**config.mk**
```make
export PLATFORM = sky130hd
export DESIGN_NAME = pcrc_top
export DESIGN_NICKNAME = d
export VERILOG_FILES = /design/src/shared/pcrc_pkg.sv /design/src/rtl/pcrc_top.sv
export VERILOG_INCLUDE_DIRS = /design/src /design/src/shared
export SDC_FILE = /design/constraint.sdc
export NUM_CORES = 1
export LEC_CHECK = 0
export ABC_AREA = 0
export BUFFER_PORTS_ARGS = -buffer_cell sky130_fd_sc_hd__clkbuf_2
export CAP_MARGIN = 40
export CORE_MARGIN = 4
export CORE_UTILIZATION = 55
export DETAILED_ROUTE_END_ITERATION = 12
export PLACE_DENSITY = 0.74
export SYNTH_ARGS = -nofsm -noshare
export SYNTH_HDL_FRONTEND = slang
export SYNTH_SLANG_ARGS = --single-unit
```
**constraint.sdc**
```tcl
create_clock -name i_ref_clk -period 5.24 [get_ports i_ref_clk]
set_clock_uncertainty 0.1 [all_clocks]
set_input_delay 0.524 -clock i_ref_clk [delete_from_list [all_inputs] [get_ports i_ref_clk]]
set_output_delay 0.524 -clock i_ref_clk [all_outputs]
set_load 0.03 [all_outputs]
```
**src/shared/pcrc_defines.svh**
```systemverilog
// Constants for the programmable CRC generator: register map, fields, resets.
// Assumes a 32-bit classic Wishbone slave with byte addressing.
`ifndef PCRC_DEFINES_SVH
`define PCRC_DEFINES_SVH

// Word indices, compared with byte address bits 5:2
`define PCRC_OFF_CTRL1     4'h0
`define PCRC_OFF_CTRL2     4'h1
`define PCRC_OFF_XORL      4'h2
`define PCRC_OFF_XORH      4'h3
`define PCRC_OFF_DATL      4'h4
`define PCRC_OFF_DATH      4'h5
`define PCRC_OFF_RESL      4'h6
`define PCRC_OFF_RESH      4'h7
`define PCRC_OFF_IDLE      4'h8

// control_one fields
`define PCRC_C1_ON         15
`define PCRC_C1_IDLE       13
`define PCRC_C1_VW_HI      12
`define PCRC_C1_VW_LO      8
`define PCRC_C1_FULL       7
`define PCRC_C1_EMPTY      6
`define PCRC_C1_ISEL       5
`define PCRC_C1_GO         4
`define PCRC_C1_LSB        3
// control_two fields
`define PCRC_C2_DW_HI      12
`define PCRC_C2_DW_LO      8
`define PCRC_C2_PL_HI      4
`define PCRC_C2_PL_LO      0

// Depth thresholds of data_width_sel
`define PCRC_DW_WIDE       5'h0f
`define PCRC_DW_MID        5'h07
`define PCRC_DEPTH_WIDE    5'h04
`define PCRC_DEPTH_MID     5'h08
`define PCRC_DEPTH_NARROW  5'h10
`define PCRC_FIFO_WORDS    16
`define PCRC_PTR_W         4

`define PCRC_ZERO16        16'h0000
`define PCRC_ZERO32        32'h0000_0000
`define PCRC_XORL_MASK     16'hfffe

`endif

```
**src/shared/pcrc_pkg.sv**
```systemverilog
// Types shared by the programmable CRC generator.
// Constants live in pcrc_defines.svh.
package pcrc_pkg;

  typedef enum logic [1:0] {
    PCRC_IDLE,
    PCRC_LOAD,
    PCRC_SHIFT
  } pcrc_state_t;

  typedef struct packed {
    logic [4:0] data_width_sel;
    logic [4:0] poly_length_sel;
    logic       lsb_first_sel;
    logic       irq_cond_sel;
    logic       idle_halt;
  } pcrc_cfg_t;

endpackage : pcrc_pkg

```
**src/rtl/pcrc_top.sv**
```systemverilog
// Programmable CRC generator: Wishbone registers, data FIFO, 2-bit/cycle engine.
// Assumes a single 200 MHz clock, synchronous active-low reset, and an
// external idle-mode level input.
//
// Design decisions made here: the Wishbone interface to the registers and the register addresses.
`timescale 1ns/1ps
`default_nettype none
`include "pcrc_defines.svh"

module pcrc_top (
  // Clock and reset
  input  wire logic        i_ref_clk,
  input  wire logic        i_rst_n,
  // Wishbone slave
  input  wire logic        i_wb_cyc,
  input  wire logic        i_wb_stb,
  input  wire logic        i_wb_we,
  input  wire logic [5:0]  i_wb_adr,
  input  wire logic [3:0]  i_wb_sel,
  input  wire logic [31:0] i_wb_dat,
  output logic      [31:0] o_wb_dat,
  output logic             o_wb_ack,
  // System
  input  wire logic        i_sys_idle,
  output logic             o_irq
);

  pcrc_pkg::pcrc_cfg_t  cfg_r;
  pcrc_pkg::pcrc_state_t state_r;
  logic        on_r;
  logic        go_r;
  logic [15:0] xorl_r;
  logic [15:0] xorh_r;
  logic [15:0] datl_r;
  logic [15:0] dath_r;
  logic [31:0] res_r;
  logic [31:0] fifo_mem [`PCRC_FIFO_WORDS];
  logic [`PCRC_PTR_W-1:0] wr_ptr_r;
  logic [`PCRC_PTR_W-1:0] rd_ptr_r;
  logic [4:0]  vw_r;
  logic [31:0] buf_r;
  logic [4:0]  bits_left_r;
  logic [2:0]  idle_sync_r;
  logic        idle_q_r;

  // Depth as a function of data width
  function automatic logic [4:0] depth_of(input logic [4:0] dw);
    if (dw > `PCRC_DW_WIDE)
      depth_of = `PCRC_DEPTH_WIDE;
    else if (dw > `PCRC_DW_MID)
      depth_of = `PCRC_DEPTH_MID;
    else
      depth_of = `PCRC_DEPTH_NARROW;
  endfunction : depth_of

  // One LFSR step of a length-(pl+1) polynomial
  function automatic logic [31:0] crc_step(input logic [31:0] crc,
                                           input logic        din,
                                           input logic [31:0] poly,
                                           input logic [4:0]  pl);
    logic        fb;
    logic [31:0] sh;
    fb = crc[pl] ^ din;
    sh = {crc[30:0], 1'b0};
    if (fb)
      sh = sh ^ poly;
    crc_step = sh & ((32'h0000_0002 << pl) - 32'h0000_0001);
  endfunction : crc_step

  logic        bus_req;
  logic        wr_req;
  logic [3:0]  widx;
  logic [4:0]  depth;
  logic        full;
  logic        empty;
  logic        running;
  logic        push;
  logic        pop;
  logic        top_in_high;
  logic [31:0] poly;
  logic [31:0] word_mask;
  logic        done;
  logic [31:0] c1_rd;

  assign bus_req = i_wb_cyc && i_wb_stb && !o_wb_ack;
  assign wr_req  = bus_req && i_wb_we;
  assign widx    = i_wb_adr[5:2];
  assign depth   = depth_of(cfg_r.data_width_sel);
  assign full    = (vw_r == depth);
  assign empty   = (vw_r == 5'h00);
  assign running = on_r && !(cfg_r.idle_halt && idle_q_r);
  assign top_in_high = cfg_r.data_width_sel[4];
  // Bit 0 forced, top term implied by the feedback tap
  assign poly = {xorh_r, xorl_r[15:1], 1'b1};
  assign word_mask = (32'h0000_0002 << cfg_r.data_width_sel) - 32'h0000_0001;
  // Word counted on the write of DATH when wide, of DATL when narrow; full FIFO drops it
  assign push = running && wr_req && !full &&
                (top_in_high ? (widx == `PCRC_OFF_DATH) : (widx == `PCRC_OFF_DATL));
  assign pop  = running && go_r && state_r == pcrc_pkg::PCRC_IDLE && !empty;
  // Done on the step that consumes the last one or two bits of the last word
  assign done = state_r == pcrc_pkg::PCRC_SHIFT && bits_left_r <= 5'h01 && empty && go_r;

  // Bus answer: one wait-free ack, dropped the cycle after
  always_ff @(posedge i_ref_clk) begin
    if (!i_rst_n)
      o_wb_ack <= 1'b0;
    else
      o_wb_ack <= bus_req;
  end

  always_comb begin
    c1_rd = `PCRC_ZERO32;
    c1_rd[`PCRC_C1_ON] = on_r;
    c1_rd[`PCRC_C1_IDLE] = cfg_r.idle_halt;
    c1_rd[`PCRC_C1_VW_HI:`PCRC_C1_VW_LO] = vw_r;
    c1_rd[`PCRC_C1_FULL] = full;
    c1_rd[`PCRC_C1_EMPTY] = empty;
    c1_rd[`PCRC_C1_ISEL] = cfg_r.irq_cond_sel;
    c1_rd[`PCRC_C1_GO] = go_r;
    c1_rd[`PCRC_C1_LSB] = cfg_r.lsb_first_sel;
  end

  always_ff @(posedge i_ref_clk) begin
    if (!i_rst_n)
      o_wb_dat <= `PCRC_ZERO32;
    else if (bus_req && !i_wb_we) begin
      unique case (widx)
        `PCRC_OFF_CTRL1: o_wb_dat <= c1_rd;
        `PCRC_OFF_CTRL2: o_wb_dat <= {19'h00000, cfg_r.data_width_sel, 3'h0,
                                      cfg_r.poly_length_sel};
        `PCRC_OFF_XORL:  o_wb_dat <= {16'h0000, xorl_r};
        `PCRC_OFF_XORH:  o_wb_dat <= {16'h0000, xorh_r};
        `PCRC_OFF_DATL:  o_wb_dat <= {16'h0000, datl_r};
        `PCRC_OFF_DATH:  o_wb_dat <= {16'h0000, dath_r};
        `PCRC_OFF_RESL:  o_wb_dat <= {16'h0000, res_r[15:0]};
        `PCRC_OFF_RESH:  o_wb_dat <= {16'h0000, res_r[31:16]};
        default:         o_wb_dat <= `PCRC_ZERO32;
      endcase
    end
  end

  // Configuration survives module-off
  always_ff @(posedge i_ref_clk) begin
    if (!i_rst_n) begin
      cfg_r  <= '0;
      on_r   <= 1'b0;
      xorl_r <= `PCRC_ZERO16;
      xorh_r <= `PCRC_ZERO16;
    end else if (wr_req) begin
      if (widx == `PCRC_OFF_CTRL1 && i_wb_sel[1]) begin
        on_r <= i_wb_dat[`PCRC_C1_ON];
        cfg_r.idle_halt <= i_wb_dat[`PCRC_C1_IDLE];
      end
      if (widx == `PCRC_OFF_CTRL1 && i_wb_sel[0]) begin
        cfg_r.irq_cond_sel  <= i_wb_dat[`PCRC_C1_ISEL];
        cfg_r.lsb_first_sel <= i_wb_dat[`PCRC_C1_LSB];
      end
      if (widx == `PCRC_OFF_CTRL2 && i_wb_sel[1])
        cfg_r.data_width_sel <= i_wb_dat[`PCRC_C2_DW_HI:`PCRC_C2_DW_LO];
      if (widx == `PCRC_OFF_CTRL2 && i_wb_sel[0])
        cfg_r.poly_length_sel <= i_wb_dat[`PCRC_C2_PL_HI:`PCRC_C2_PL_LO];
      if (widx == `PCRC_OFF_XORL)
        xorl_r <= i_wb_dat[15:0] & `PCRC_XORL_MASK;
      if (widx == `PCRC_OFF_XORH)
        xorh_r <= i_wb_dat[15:0];
    end
  end

  // Data holding pair; byte lanes let the held low half of a wide word be written a byte at a time
  always_ff @(posedge i_ref_clk) begin
    if (!i_rst_n || !on_r) begin
      datl_r <= `PCRC_ZERO16;
      dath_r <= `PCRC_ZERO16;
    end else if (wr_req && running) begin
      if (widx == `PCRC_OFF_DATL) begin
        if (i_wb_sel[0]) datl_r[7:0]  <= i_wb_dat[7:0];
        if (i_wb_sel[1]) datl_r[15:8] <= i_wb_dat[15:8];
      end
      if (widx == `PCRC_OFF_DATH) begin
        if (i_wb_sel[0]) dath_r[7:0]  <= i_wb_dat[7:0];
        if (i_wb_sel[1]) dath_r[15:8] <= i_wb_dat[15:8];
      end
    end
  end

  // FIFO storage: a wide pushed word merges the fresh top half with the held low half; a narrow one is the fresh half alone
  always_ff @(posedge i_ref_clk) begin
    if (push) begin
      if (top_in_high)
        fifo_mem[wr_ptr_r] <= {i_wb_dat[15:0], datl_r} & word_mask;
      else
        fifo_mem[wr_ptr_r] <= {16'h0000, i_wb_dat[15:0]} & word_mask;
    end
  end

  always_ff @(posedge i_ref_clk) begin
    if (!i_rst_n || !on_r) begin
      wr_ptr_r <= '0;
      rd_ptr_r <= '0;
      vw_r     <= 5'h00;
    end else begin
      if (push)
        wr_ptr_r <= wr_ptr_r + 4'h1;
      if (pop)
        rd_ptr_r <= rd_ptr_r + 4'h1;
      if (push && !pop)
        vw_r <= vw_r + 5'h01;
      else if (pop && !push)
        vw_r <= vw_r - 5'h01;
    end
  end

  // Idle level from outside: three flops, act when the last two agree
  always_ff @(posedge i_ref_clk) begin
    if (!i_rst_n) begin
      idle_sync_r <= 3'h0;
      idle_q_r    <= 1'b0;
    end else begin
      idle_sync_r <= {idle_sync_r[1:0], i_sys_idle};
      if (idle_sync_r[1] == idle_sync_r[2])
        idle_q_r <= idle_sync_r[2];
    end
  end

  // Shift engine
  always_ff @(posedge i_ref_clk) begin
    if (!i_rst_n || !on_r) begin
      state_r     <= pcrc_pkg::PCRC_IDLE;
      buf_r       <= `PCRC_ZERO32;
      bits_left_r <= 5'h00;
    end else if (running) begin
      unique case (state_r)
        pcrc_pkg::PCRC_IDLE: begin
          if (pop) begin
            buf_r       <= fifo_mem[rd_ptr_r];
            bits_left_r <= cfg_r.data_width_sel;
            state_r     <= pcrc_pkg::PCRC_SHIFT;
          end
        end
        pcrc_pkg::PCRC_SHIFT: begin
          if (bits_left_r <= 5'h01) begin
            state_r <= pcrc_pkg::PCRC_IDLE;
          end else begin
            bits_left_r <= bits_left_r - 5'h02;
            // MSb first walks the bit index down, so the word itself stays put
            if (cfg_r.lsb_first_sel)
              buf_r <= buf_r >> 2;
          end
        end
        default: state_r <= pcrc_pkg::PCRC_IDLE;
      endcase
    end
  end

  // Current and next input bits in the chosen order
  logic din0;
  logic din1;
  assign din0 = cfg_r.lsb_first_sel ? buf_r[0] : buf_r[bits_left_r];
  assign din1 = cfg_r.lsb_first_sel ? buf_r[1] : buf_r[bits_left_r - 5'h01];

  // Result: software can preload it to resume a halted run
  always_ff @(posedge i_ref_clk) begin
    if (!i_rst_n || !on_r)
      res_r <= `PCRC_ZERO32;
    else if (wr_req && widx == `PCRC_OFF_RESL)
      res_r[15:0] <= i_wb_dat[15:0];
    else if (wr_req && widx == `PCRC_OFF_RESH)
      res_r[31:16] <= i_wb_dat[15:0];
    else if (running && state_r == pcrc_pkg::PCRC_SHIFT) begin
      if (bits_left_r == 5'h00)
        res_r <= crc_step(res_r, din0, poly, cfg_r.poly_length_sel);
      else
        res_r <= crc_step(crc_step(res_r, din0, poly, cfg_r.poly_length_sel),
                          din1, poly, cfg_r.poly_length_sel);
    end
  end

  // Go bit: set by software, cleared by hardware at the end of the last word
  always_ff @(posedge i_ref_clk) begin
    if (!i_rst_n || !on_r)
      go_r <= 1'b0;
    else if (running && done)
      go_r <= 1'b0;
    else if (wr_req && widx == `PCRC_OFF_CTRL1 && i_wb_sel[0])
      go_r <= i_wb_dat[`PCRC_C1_GO];
  end

  // Interrupt pulse, one cycle
  always_ff @(posedge i_ref_clk) begin
    if (!i_rst_n || !on_r)
      o_irq <= 1'b0;
    else if (cfg_r.irq_cond_sel)
      o_irq <= running && done;
    else
      o_irq <= pop && !push && vw_r == 5'h01;
  end
endmodule : pcrc_top
`default_nettype wire

```
======== Yosys cells after proc, flatten, opt, wreduce, memory -nomap -nowiden ========
Memory sizes are Yosys's and may differ from the RTL's. A register that Yosys moved wholly into a read port is not among the register bits.
Cells that the tools add are included.
W data, S select, Z words.
word-level totals
  logic and storage cells ................. 190
  memories kept ........................... 1
  memory bits (writable) .................. 512
  output and inout port bits .............. 34
  flip-flop bits (word level) ............. 200
memories
  memory    words  width  rd ports  clocked after memory_dff  wr ports  line            source
  fifo_mem  16     32     1         1                         1         pcrc_top.sv:37  logic [31:0] fifo_mem [`PCRC_FIFO_WORDS];
operators by class
  bitwise gates (word level) .............. 11
  multiplexer cells ....................... 58
  shift operators ......................... 2
  eq/ne operators ......................... 16
  $add $sub $neg .......................... 8
  reduce and logical (&&, ||, !) cells .... 62
  $lt $le $gt $ge ......................... 6
operators with widths
  cell                     count
  $mux W32                 23
  $and A32 B32 Y32         4
  $pmux W16 S8             1
  $pmux W32 S2             1
  $shl A2 B5 Y32 const A   2
  $sub A32 B1 Y32 const B  2
  $xor A32 B32 Y32         2
  $mux W16                 3
  $and A16 B32 Y32         1
  $mux W5                  6
  $logic_and A1 B1 Y1      28
  $bmux W1 S5              4
  $lt A5 B6 Y1 const B     3
  $eq A4 B3 Y1 const B     4
  $reduce_and A2 Y1        8
  $reduce_and A3 Y1        5
  $mux W1                  14
  $logic_not A5 Y1         2
  $ne A2 B2 Y1 const B     5
  $pmux W5 S2              1
  $sub A5 B1 Y5 const B    2
  $logic_not A1 Y1         9
  $add A4 B1 Y4 const B    2
  $eq A4 B2 Y1 const B     2
  23 further kinds         29

======== Longest topological paths before layout ========
Gate-level depths: netlist of run 1.
  word-level depth ........................ 25
  mapped depth ............................ 24
  depth with buffers taken out ............ 18

======== Worst setup path before layout of run 1 ========
No wires, ideal clock.
  path kind ............................... in2reg
  from .................................... input i_wb_cyc
  to ...................................... memory fifo_mem[3][0] (enable)
  stages .................................. 7
  arrival ................................. 4.421 ns
  setup time .............................. 0.461 ns
  path slack .............................. 0.258 ns
  path through ............................ nand2_1 nor2_1 and2_1 nand2_1 nor4_1 nand2_1 nor3_1
between the ends
  cells in the longest elaborated chain, start to end .. 9
  elaborated cells on any way between the ends .. 11
  classes of those cells .................. 4 x mux; 1 x bitwise; 6 x reduce/logical
ends and longest elaborated chain
  item                                   line                              source
  from (decl)                            pcrc_top.sv:15                    input wire logic i_wb_cyc,
  $logic_and A1 B1 Y1 (*) (2 in series)  pcrc_top.sv:85                    assign bus_req = i_wb_cyc && i_wb_stb && !o_wb_ack;
  $logic_and A1 B1 Y1 (*)                pcrc_top.sv:86                    assign wr_req = bus_req && i_wb_we;
  $logic_and A1 B1 Y1 (*) (3 in series)  pcrc_top.sv:97                    assign push = running && wr_req && !full &&
  net push                               pcrc_top.sv:77                    logic push;
  $mux W1                                pcrc_top.sv:188                   if (push) begin
  $mux W1, on equally long branches      pcrc_top.sv:190, pcrc_top.sv:192
  $or A1 B1 Y1 (no line) (*)             --
  to (decl)                              pcrc_top.sv:37
The timed path passes the listed nets; every way through them passes the cells marked *.

======== Worst setup path after layout of run 1 ========
  from .................................... register cfg_r[5] (netlist name)
  to ...................................... register res_r[9]
between the ends
  cells in the longest elaborated chain, start to end .. 24
  elaborated cells on any way between the ends .. 33
  classes of those cells .................. 1 x add/sub; 1 x shift; 25 x mux; 6 x bitwise
ends and longest elaborated chain
  item                           line             source
  from (decl)                    pcrc_top.sv:28   pcrc_pkg::pcrc_cfg_t cfg_r;
  $bmux W1 S5                    pcrc_top.sv:63   fb = crc[pl] ^ din;
  $mux W1 (implied by the code)  pcrc_top.sv:63
  $xor A1 B1 Y1                  pcrc_top.sv:63
  $mux W32                       pcrc_top.sv:65   if (fb)
  $mux W32                       pcrc_top.sv:270  if (bits_left_r == 5'h00)
  $mux W32                       pcrc_top.sv:269  else if (running && state_r == pcrc_pkg::PCRC_SHIFT) begin
  $mux W32                       pcrc_top.sv:267  else if (wr_req && widx == `PCRC_OFF_RESH)
  $mux W32                       pcrc_top.sv:265  else if (wr_req && widx == `PCRC_OFF_RESL)
  [8 not listed]                 --
  $mux W32                       pcrc_top.sv:267
  $mux W32                       pcrc_top.sv:265
  $mux W32                       pcrc_top.sv:263  if (!i_rst_n || !on_r)
  $and A32 B32 Y32               pcrc_top.sv:67   crc_step = sh & ((32'h0000_0002 << pl) - 32'h0000_0001);
  $mux W32 (*)                   pcrc_top.sv:270
  $mux W32 (*)                   pcrc_top.sv:269
  $mux W16 (*)                   pcrc_top.sv:267
  $mux W16 (*)                   pcrc_top.sv:265
  to (signal assigned)           pcrc_top.sv:264  res_r <= `PCRC_ZERO32;
  to (signal assigned)           pcrc_top.sv:266  res_r[15:0] <= i_wb_dat[15:0];
  to (signal assigned)           pcrc_top.sv:271  res_r <= crc_step(res_r, din0, poly, cfg_r.poly_length_sel);
  to (decl)                      pcrc_top.sv:36   logic [31:0] res_r;
Every way passes the cells marked *; elsewhere a longest branch is shown, timed or not. The select of a mux whose other input is x is not followed.
A chain may end at the register's enable or synchronous reset.

==> results of run 1 <==
[synthesized netlist by cell type, types with 33 or more instances]
master	count
nand3_1	33
nor3_1	36
nor2_1	191
clkbuf_1	149
a21oi_1	90
o21ai_0	85
nand2_1	250
edfxtp_1	512
mux2i_1	103
a21boi_0	35
mux4_2	180
dfxtp_1	187
[kinds of logic after synthesis]
logic type / synth area share [%]
mux: 16.2
other cells: 0.0116
simple gates: 9.50
buf+inv: 3.15
compound gates: 9.92
flops: 59.3
xor+xnor: 1.28
fa+ha+maj: 0.660
[worst min path at each step]
stage                              start        endpoint  slack [ns]  cells past startpoint
after global placement    idle_sync_r[0]  idle_sync_r[1]        0.32                      1
after detailed placement  idle_sync_r[0]  idle_sync_r[1]        0.34                      1
after floorplan           idle_sync_r[0]  idle_sync_r[1]        0.31                      1
after CTS                     i_sys_idle  idle_sync_r[0]       0.005                      2
final                         i_sys_idle  idle_sync_r[0]        0.03                      2
after global routing          i_sys_idle  idle_sync_r[0]        0.03                      2
[repair_timing]
| item | 4_1_cts | 5_1_grt |
|---|---|---|
| endpoints found under the setup margin | 0 | 9 |
| endpoints found under the hold margin | 0 | 0 |
| setup buffers | 0 | 2 |
[cell type report]
class                           count  area [um2]
Timing Repair Buffer              185        1440
Inverter                           35         131
Sequential cell                   699       19100
Clock inverter                     36         379
Tap cell                          765         957
Antenna cell                        3        7.51
Clock buffer                       92        1960
Multi-Input combinational cell   1495       12300
Fill cell                        4335       21600
[per-layer routing]
layer,vias to the layer above,GRT usage (%),routed length [um]
met5,-,0,13
met4,2,12.0,4640
met3,276,6.22,10200
met2,1406,48.8,45900
met1,11200,43.1,37700
li1,9458,-,-
[through the flow]
stage / setup slack, ns / utilization (%) / power, W
2_1_floorplan: 0.258 / - / 0.00609
3_3_place_gp: 0.331 / 58.6 / 0.00615
6_report: 0.247 / 62.8 / 0.0112
3_5_place_dp: 0.251 / 58.6 / 0.00616
4_1_cts: 0.214 / 62.7 / 0.0112
5_1_grt: 0.0592 / 62.8 / 0.0115
[power breakdown]
part	switching, W	internal, W	total (W)
combinational	0.000130	0.0000389	0.000169
clock	0.00220	0.00297	0.00516
sequential	0.0000102	0.00586	0.00588
[sequential cells by signal, summed over array words and instances (netlist names), named ones only]
register	cells
datl_r	16
xorl_r	15
fifo_mem	512
state_r	1
cfg_r	10
c1_rd	3
go_r	1
rd_ptr_r	4
idle_sync_r	3
o_wb_ack	1
wr_ptr_r	4
vw_r	5
buf_r	32
on_r	1
idle_q_r	1
o_wb_dat	16
res_r	32
bits_left_r	5
xorh_r	16
o_irq	1
dath_r	16
[cells in the final DEF (no fill, tap or decap), types with 29 or more instances in the layout]
cell / count
a21boi_0: 35
a21oi_1: 90
a311oi_1: 32
buf_4: 127
clkbuf_16: 75
clkbuf_2: 45
dfxtp_1: 183
edfxtp_1: 512
inv_1: 32
mux2i_1: 103
mux4_2: 180
nand2_1: 249
nand3_1: 33
nor2_1: 178
nor3_1: 29
o21ai_0: 85
[critical path, delay by kind of cell, from the launching register on]
family,cells,cell delay [ns]
adders and majority gates,1,0.35
and+or+nand+nor,6,1.47
DFF,1,0.37
AOI/OAI and AO/OA,10,2.26
buffers and inverters,2,0.33
==> qor.yml, run 1 <==
cts:
  clock_sinks: 699
  cts_buffers: 73
  postCtsHoldBufs: 0
  cts_root_buf: "clkbuf_16"
  cts_tree: "built"
  clk_path_buf_depth: 3
  cts.repair.resized: 0
  clkTransAtPathRegs_ns: 0.07
  htree_levels: 3
  clock_latency_ns: 0.62
drt:
  num_vias: 22300
  post_drt_wl_per_cell_um: 29.7
  firstDrtPassIters: 8
  drtIter0Drc: 3001
  drc: 0
  vias_per_cell: 6.75
  wl_um: 98500
  antenna_left: 0
global_route:
  gr-usage-all-layers_pct: 31.0
  grt.overflow.total: 0
  grt_max_degree: 68
  grt_first_pass_wirelength_um: 145000
  grt_pass1_vias: 21700
  antenna_found_initial: 5
placement:
  hpwl_um: 62400
  dpl.cell_count: 3174
  place_congestion: 1.00
  dpl_cell_area_um2: 34000
  port_buffers: 45
floorplan:
  row_count: 88
  ioPinCount: 82
  die_h_um: 250
  start_util_pct: 55.7
  dieArea_um2: 62600
  core_um2: 57900
  die_w_um: 250
logic_synthesis:
  synth_flop_cell: "edfxtp_1"
  seq_area_frac_synth_pct: 59.3
  yosys_warnings: 0
  synth.distinct_cells: 91
  synth_async_sr_flop_share_pct: 0
  syn_area_um2: 32200
  synth_top_area_cell: "edfxtp_1"
  synth_edf_count: 512
  syn_area_per_cell_um2: 13.3
  syn_inst: 2415
  yosys-top-cells-area: "edfxtp_1 48%, mux4_2 13%, dfxtp_1 12%"
  synth_top_area_share_pct: 47.7
  ys_ff_latch: 699
setup_path:
  crit_top_cell: "a21oi_1"
  path_max_fanout: 10
  r2r_start: "cfg_r[5]"
  arrival_ns: 5.43
  regToRegSetupSlack_ns: 0.25
  crit_path_end_kind: "flip-flop"
  worstRegToRegCells: 19
  critPathRequiredTime_ns: 5.67
  r2r-end: "res_r[9]"
  crit_end: "res_r[9]"
  worst_path_largest_cell_delay_ns: 0.48
  crit_type: "reg2reg"
  start_kind: "flip-flop"
  crit_chain: "or3_1 -> nor2_1 -> inv_1 -> ha_1 -> nand2_1 -> o21ai_0 -> a22o_1 -> a21oi_1 -> nand2b_1 -> a21oi_1 -> a31oi_1 -> nor3_1 -> o22ai_2 -> nand3_2 -> o2bb2ai_4 -> buf_4 -> a21o_1 -> a211o_1 -> a221oi_2"
  crit_start: "cfg_r[5]"
  worst_path_max_delay_cell: "or3_1"
sta:
  holdWs_ns: 0.0304
  fin_crit_ns: 4.99
  fin_tns_setup_ns: 0
  slew_headroom_pct: 40.9
  hold_viol_final: 0
  period_share_pct: 95.3
  rsz0062_at_grt: "no"
  final_max_slew_viol_count: 0
  max_freq_ghz: 0.200
  setup_violations: 0
  tightest_slew_ns: 0.879
pwr:
  ir_worst_vdd_mv: 0.338
  leakage_nw: 11.8
  power_density_nw_per_um2: 308
finish:
  nNetsFinal: 2554
  drive_above_1_share_pct: 21.2
  fin_cells: 3310
  synthToLayoutAreaGrowth_pct: 12.8
  stdcell_area_um2: 36400
status:
  outcome: "completed"
flow_run:
  cap_violations: 0
hold_path:
  hold_path.class: "in2reg"
Note: power is estimated with default switching activity, not from simulation.
==> inputs of run 2 (changes only) <==
Settings changed: REMOVE_ABC_BUFFERS from default to 1.
==> qor.yml, run 2 (synthesis gave the netlist of run 1 again) <==
status:
  outcome: "completed"
pwr:
  p_switching_w: 0.00237  # +1.4%
  leakage_nw: 11.8  # -0.14%
  p_total_w: 0.0113  # +0.80%
  power_density_nw_per_um2: 311  # +0.93%
  ir_worst_vdd_mv: 0.450  # +33%
  seq_power_share_pct: 52.0  # -0.4 points
  clockPowerShare_pct: 46.6  # +0.5 points
  pwr-share-comb_pct: 1.5  # about the same
  switching_share_pct: 21.0  # +0.13 points
  p_int_w: 0.00893  # +0.64%
cts:
  cts_root_buf: "clkbuf_16"
  htree_levels: 3  # unchanged
  postCtsHoldBufs: 0  # unchanged
  clk_path_buf_depth: 3  # unchanged
  cts_buffers: 73  # unchanged
  cts.repair.resized: 0  # unchanged
  clock_sinks: 699  # unchanged
  clock_latency_ns: 0.63  # about the same
  cts_tree: "built"
  clkTransAtPathRegs_ns: 0.06  # about the same
  cts_setup_buffers: 0  # unchanged
placement:
  dpl_cell_area_um2: 33900  # -0.29%
  port_buffers: 45  # unchanged
  place_congestion: 0.962  # -4.2%
  dpl.cell_count: 3169  # -0.16%
  hpwl_um: 60100  # -3.6%
floorplan:
  dieArea_um2: 62600  # unchanged
  ioPinCount: 82  # unchanged
  die_h_um: 250  # unchanged
  row_count: 88  # unchanged
  start_util_pct: 55.7  # unchanged
  die_w_um: 250  # unchanged
  core_um2: 57900  # unchanged
sta:
  fin_crit_ns: 4.98  # -0.0170 ns
  fin_tns_setup_ns: 0  # unchanged
  max_freq_ghz: 0.201  # +0.34%
  tightest_slew_ns: 0.964  # +0.0852 ns
  hold_viol_final: 0  # unchanged
  final_max_slew_viol_count: 0  # unchanged
  setup_violations: 0  # unchanged
  slew_headroom_pct: 35.5  # -5.4 points
  period_share_pct: 95.0  # -0.33 points
  rsz0062_at_grt: "no"
finish:
  antennaDiodeCount: 0  # -3
  final_common_cell: "edfxtp_1"
  fill_cells: 4262  # -1.7%
  synthToLayoutAreaGrowth_pct: 12.6
  drive_above_1_share_pct: 21.1  # -0.062 points
  post-route-util_pct: 62.7  # -0.084 points
  seq_area_um2: 19100  # unchanged
  largest_reg_flops: 512  # unchanged
  largest-register: "fifo_mem"
  final_cell_mix: "512 x edfxtp_1, 249 x nand2_1, 183 x dfxtp_1"
  stdcell_area_um2: 36300  # -0.13%
  multiInputGateArea_um2: 12300  # unchanged
  fin_cells: 3305  # -0.15%
  nNetsFinal: 2548  # -0.23%
  reg_top3: "fifo_mem (512), buf_r (32), res_r (32)"
setup_path:
  critPathRequiredTime_ns: 5.64  # -0.03 ns
  arrival_ns: 5.38  # -0.05 ns
  crit_path_end_kind: "flip-flop"
  start_kind: "flip-flop"
  crit_type: "reg2reg"
  path_max_fanout: 29  # +19
global_route:
  antenna_found_initial: 0  # -5
  grt_pass1_vias: 21600  # -0.16%
  grt_first_pass_wirelength_um: 141000  # -2.6%
  grt.overflow.total: 0  # unchanged
  grt_max_degree: 95  # +40%
  gr-usage-all-layers_pct: 30.0  # -0.98 points
drt:
  num_vias: 22000  # -1.3%
  drc: 0  # unchanged
  firstDrtPassIters: 6  # -2
  vias_per_cell: 6.67  # -1.2%
  antenna_left: 0  # unchanged
  wl_um: 95100  # -3.4%
  drtIter0Drc: 2998  # -0.10%
  post_drt_wl_per_cell_um: 28.8  # -3.3%
flow_run:
  cap_violations: 0  # unchanged
hold_path:
  hold_path.class: "in2reg"
==> run 2: path summary, 6_finish.rpt <==
kind                            cells past startpoint              to  slack [ns]           start
worst max register to register                     17       res_r[21]        0.26        cfg_r[3]
worst max-delay path                               17       res_r[21]        0.26        cfg_r[3]
worst min register to register                      1  idle_sync_r[1]        0.35  idle_sync_r[0]
worst min-delay path                                2  idle_sync_r[0]        0.03      i_sys_idle
==> run 2: cell type report <==
type | count | share of cell area, %
flip-flops and latches | 699 | 52.7
multi-input cells | 1495 | 34.0
clock buffers | 87 | 5.35
repair buffers | 179 | 3.67
well taps | 765 | 2.64
clock inverters | 45 | 1.27
inverters | 35 | 0.362
==> run 2: critical path, cell delays in order, from the launching register on <==
cell and delay, ns:
dfxtp_1 0.60, buf_12 0.22, mux4_2 0.50, o22ai_1 0.28
a21o_2 0.27, nor2_8 0.08, xor2_2 0.20, buf_12 0.21
buf_4 0.23, nand2_1 0.12, a31o_2 0.27, a21oi_1 0.22
o311a_1 0.35, a21oi_4 0.10, o2bb2ai_2 0.46, nand2_1 0.13
xnor2_1 0.15, a221o_1 0.32
==> run 2: per-stage QoR <==
step	hold WS (ns)	setup slack (ns)
2_1_floorplan	0.312	-1.76
3_3_place_gp	0.323	0.324
3_5_place_dp	0.322	0.262
4_1_cts	0.0142	0.251
5_1_grt	0.0370	0.0520
6_report	0.0316	0.264
==> run 2: power groups by stage <==
stage	logic [W]	registers, W	clock network, W
6_report	0.000164	0.00587	0.00526
5_1_grt	0.000170	0.00587	0.00554
4_1_cts	0.000159	0.00587	0.00530
3_5_place_dp	0.000158	0.00599	0
3_3_place_gp	0.000157	0.00599	0
2_1_floorplan	0.0000555	0.00600	0
==> run 2: metal layers <==
metal | wire (um) | global-route usage [%] | vias to the layer above
met5 | 0 | 0 | -
met2 | 45800 | 48.2 | 1337
met1 | 36300 | 41.5 | 11000
met4 | 3730 | 10.9 | 0
li1 | - | - | 9452
met3 | 9280 | 5.60 | 239
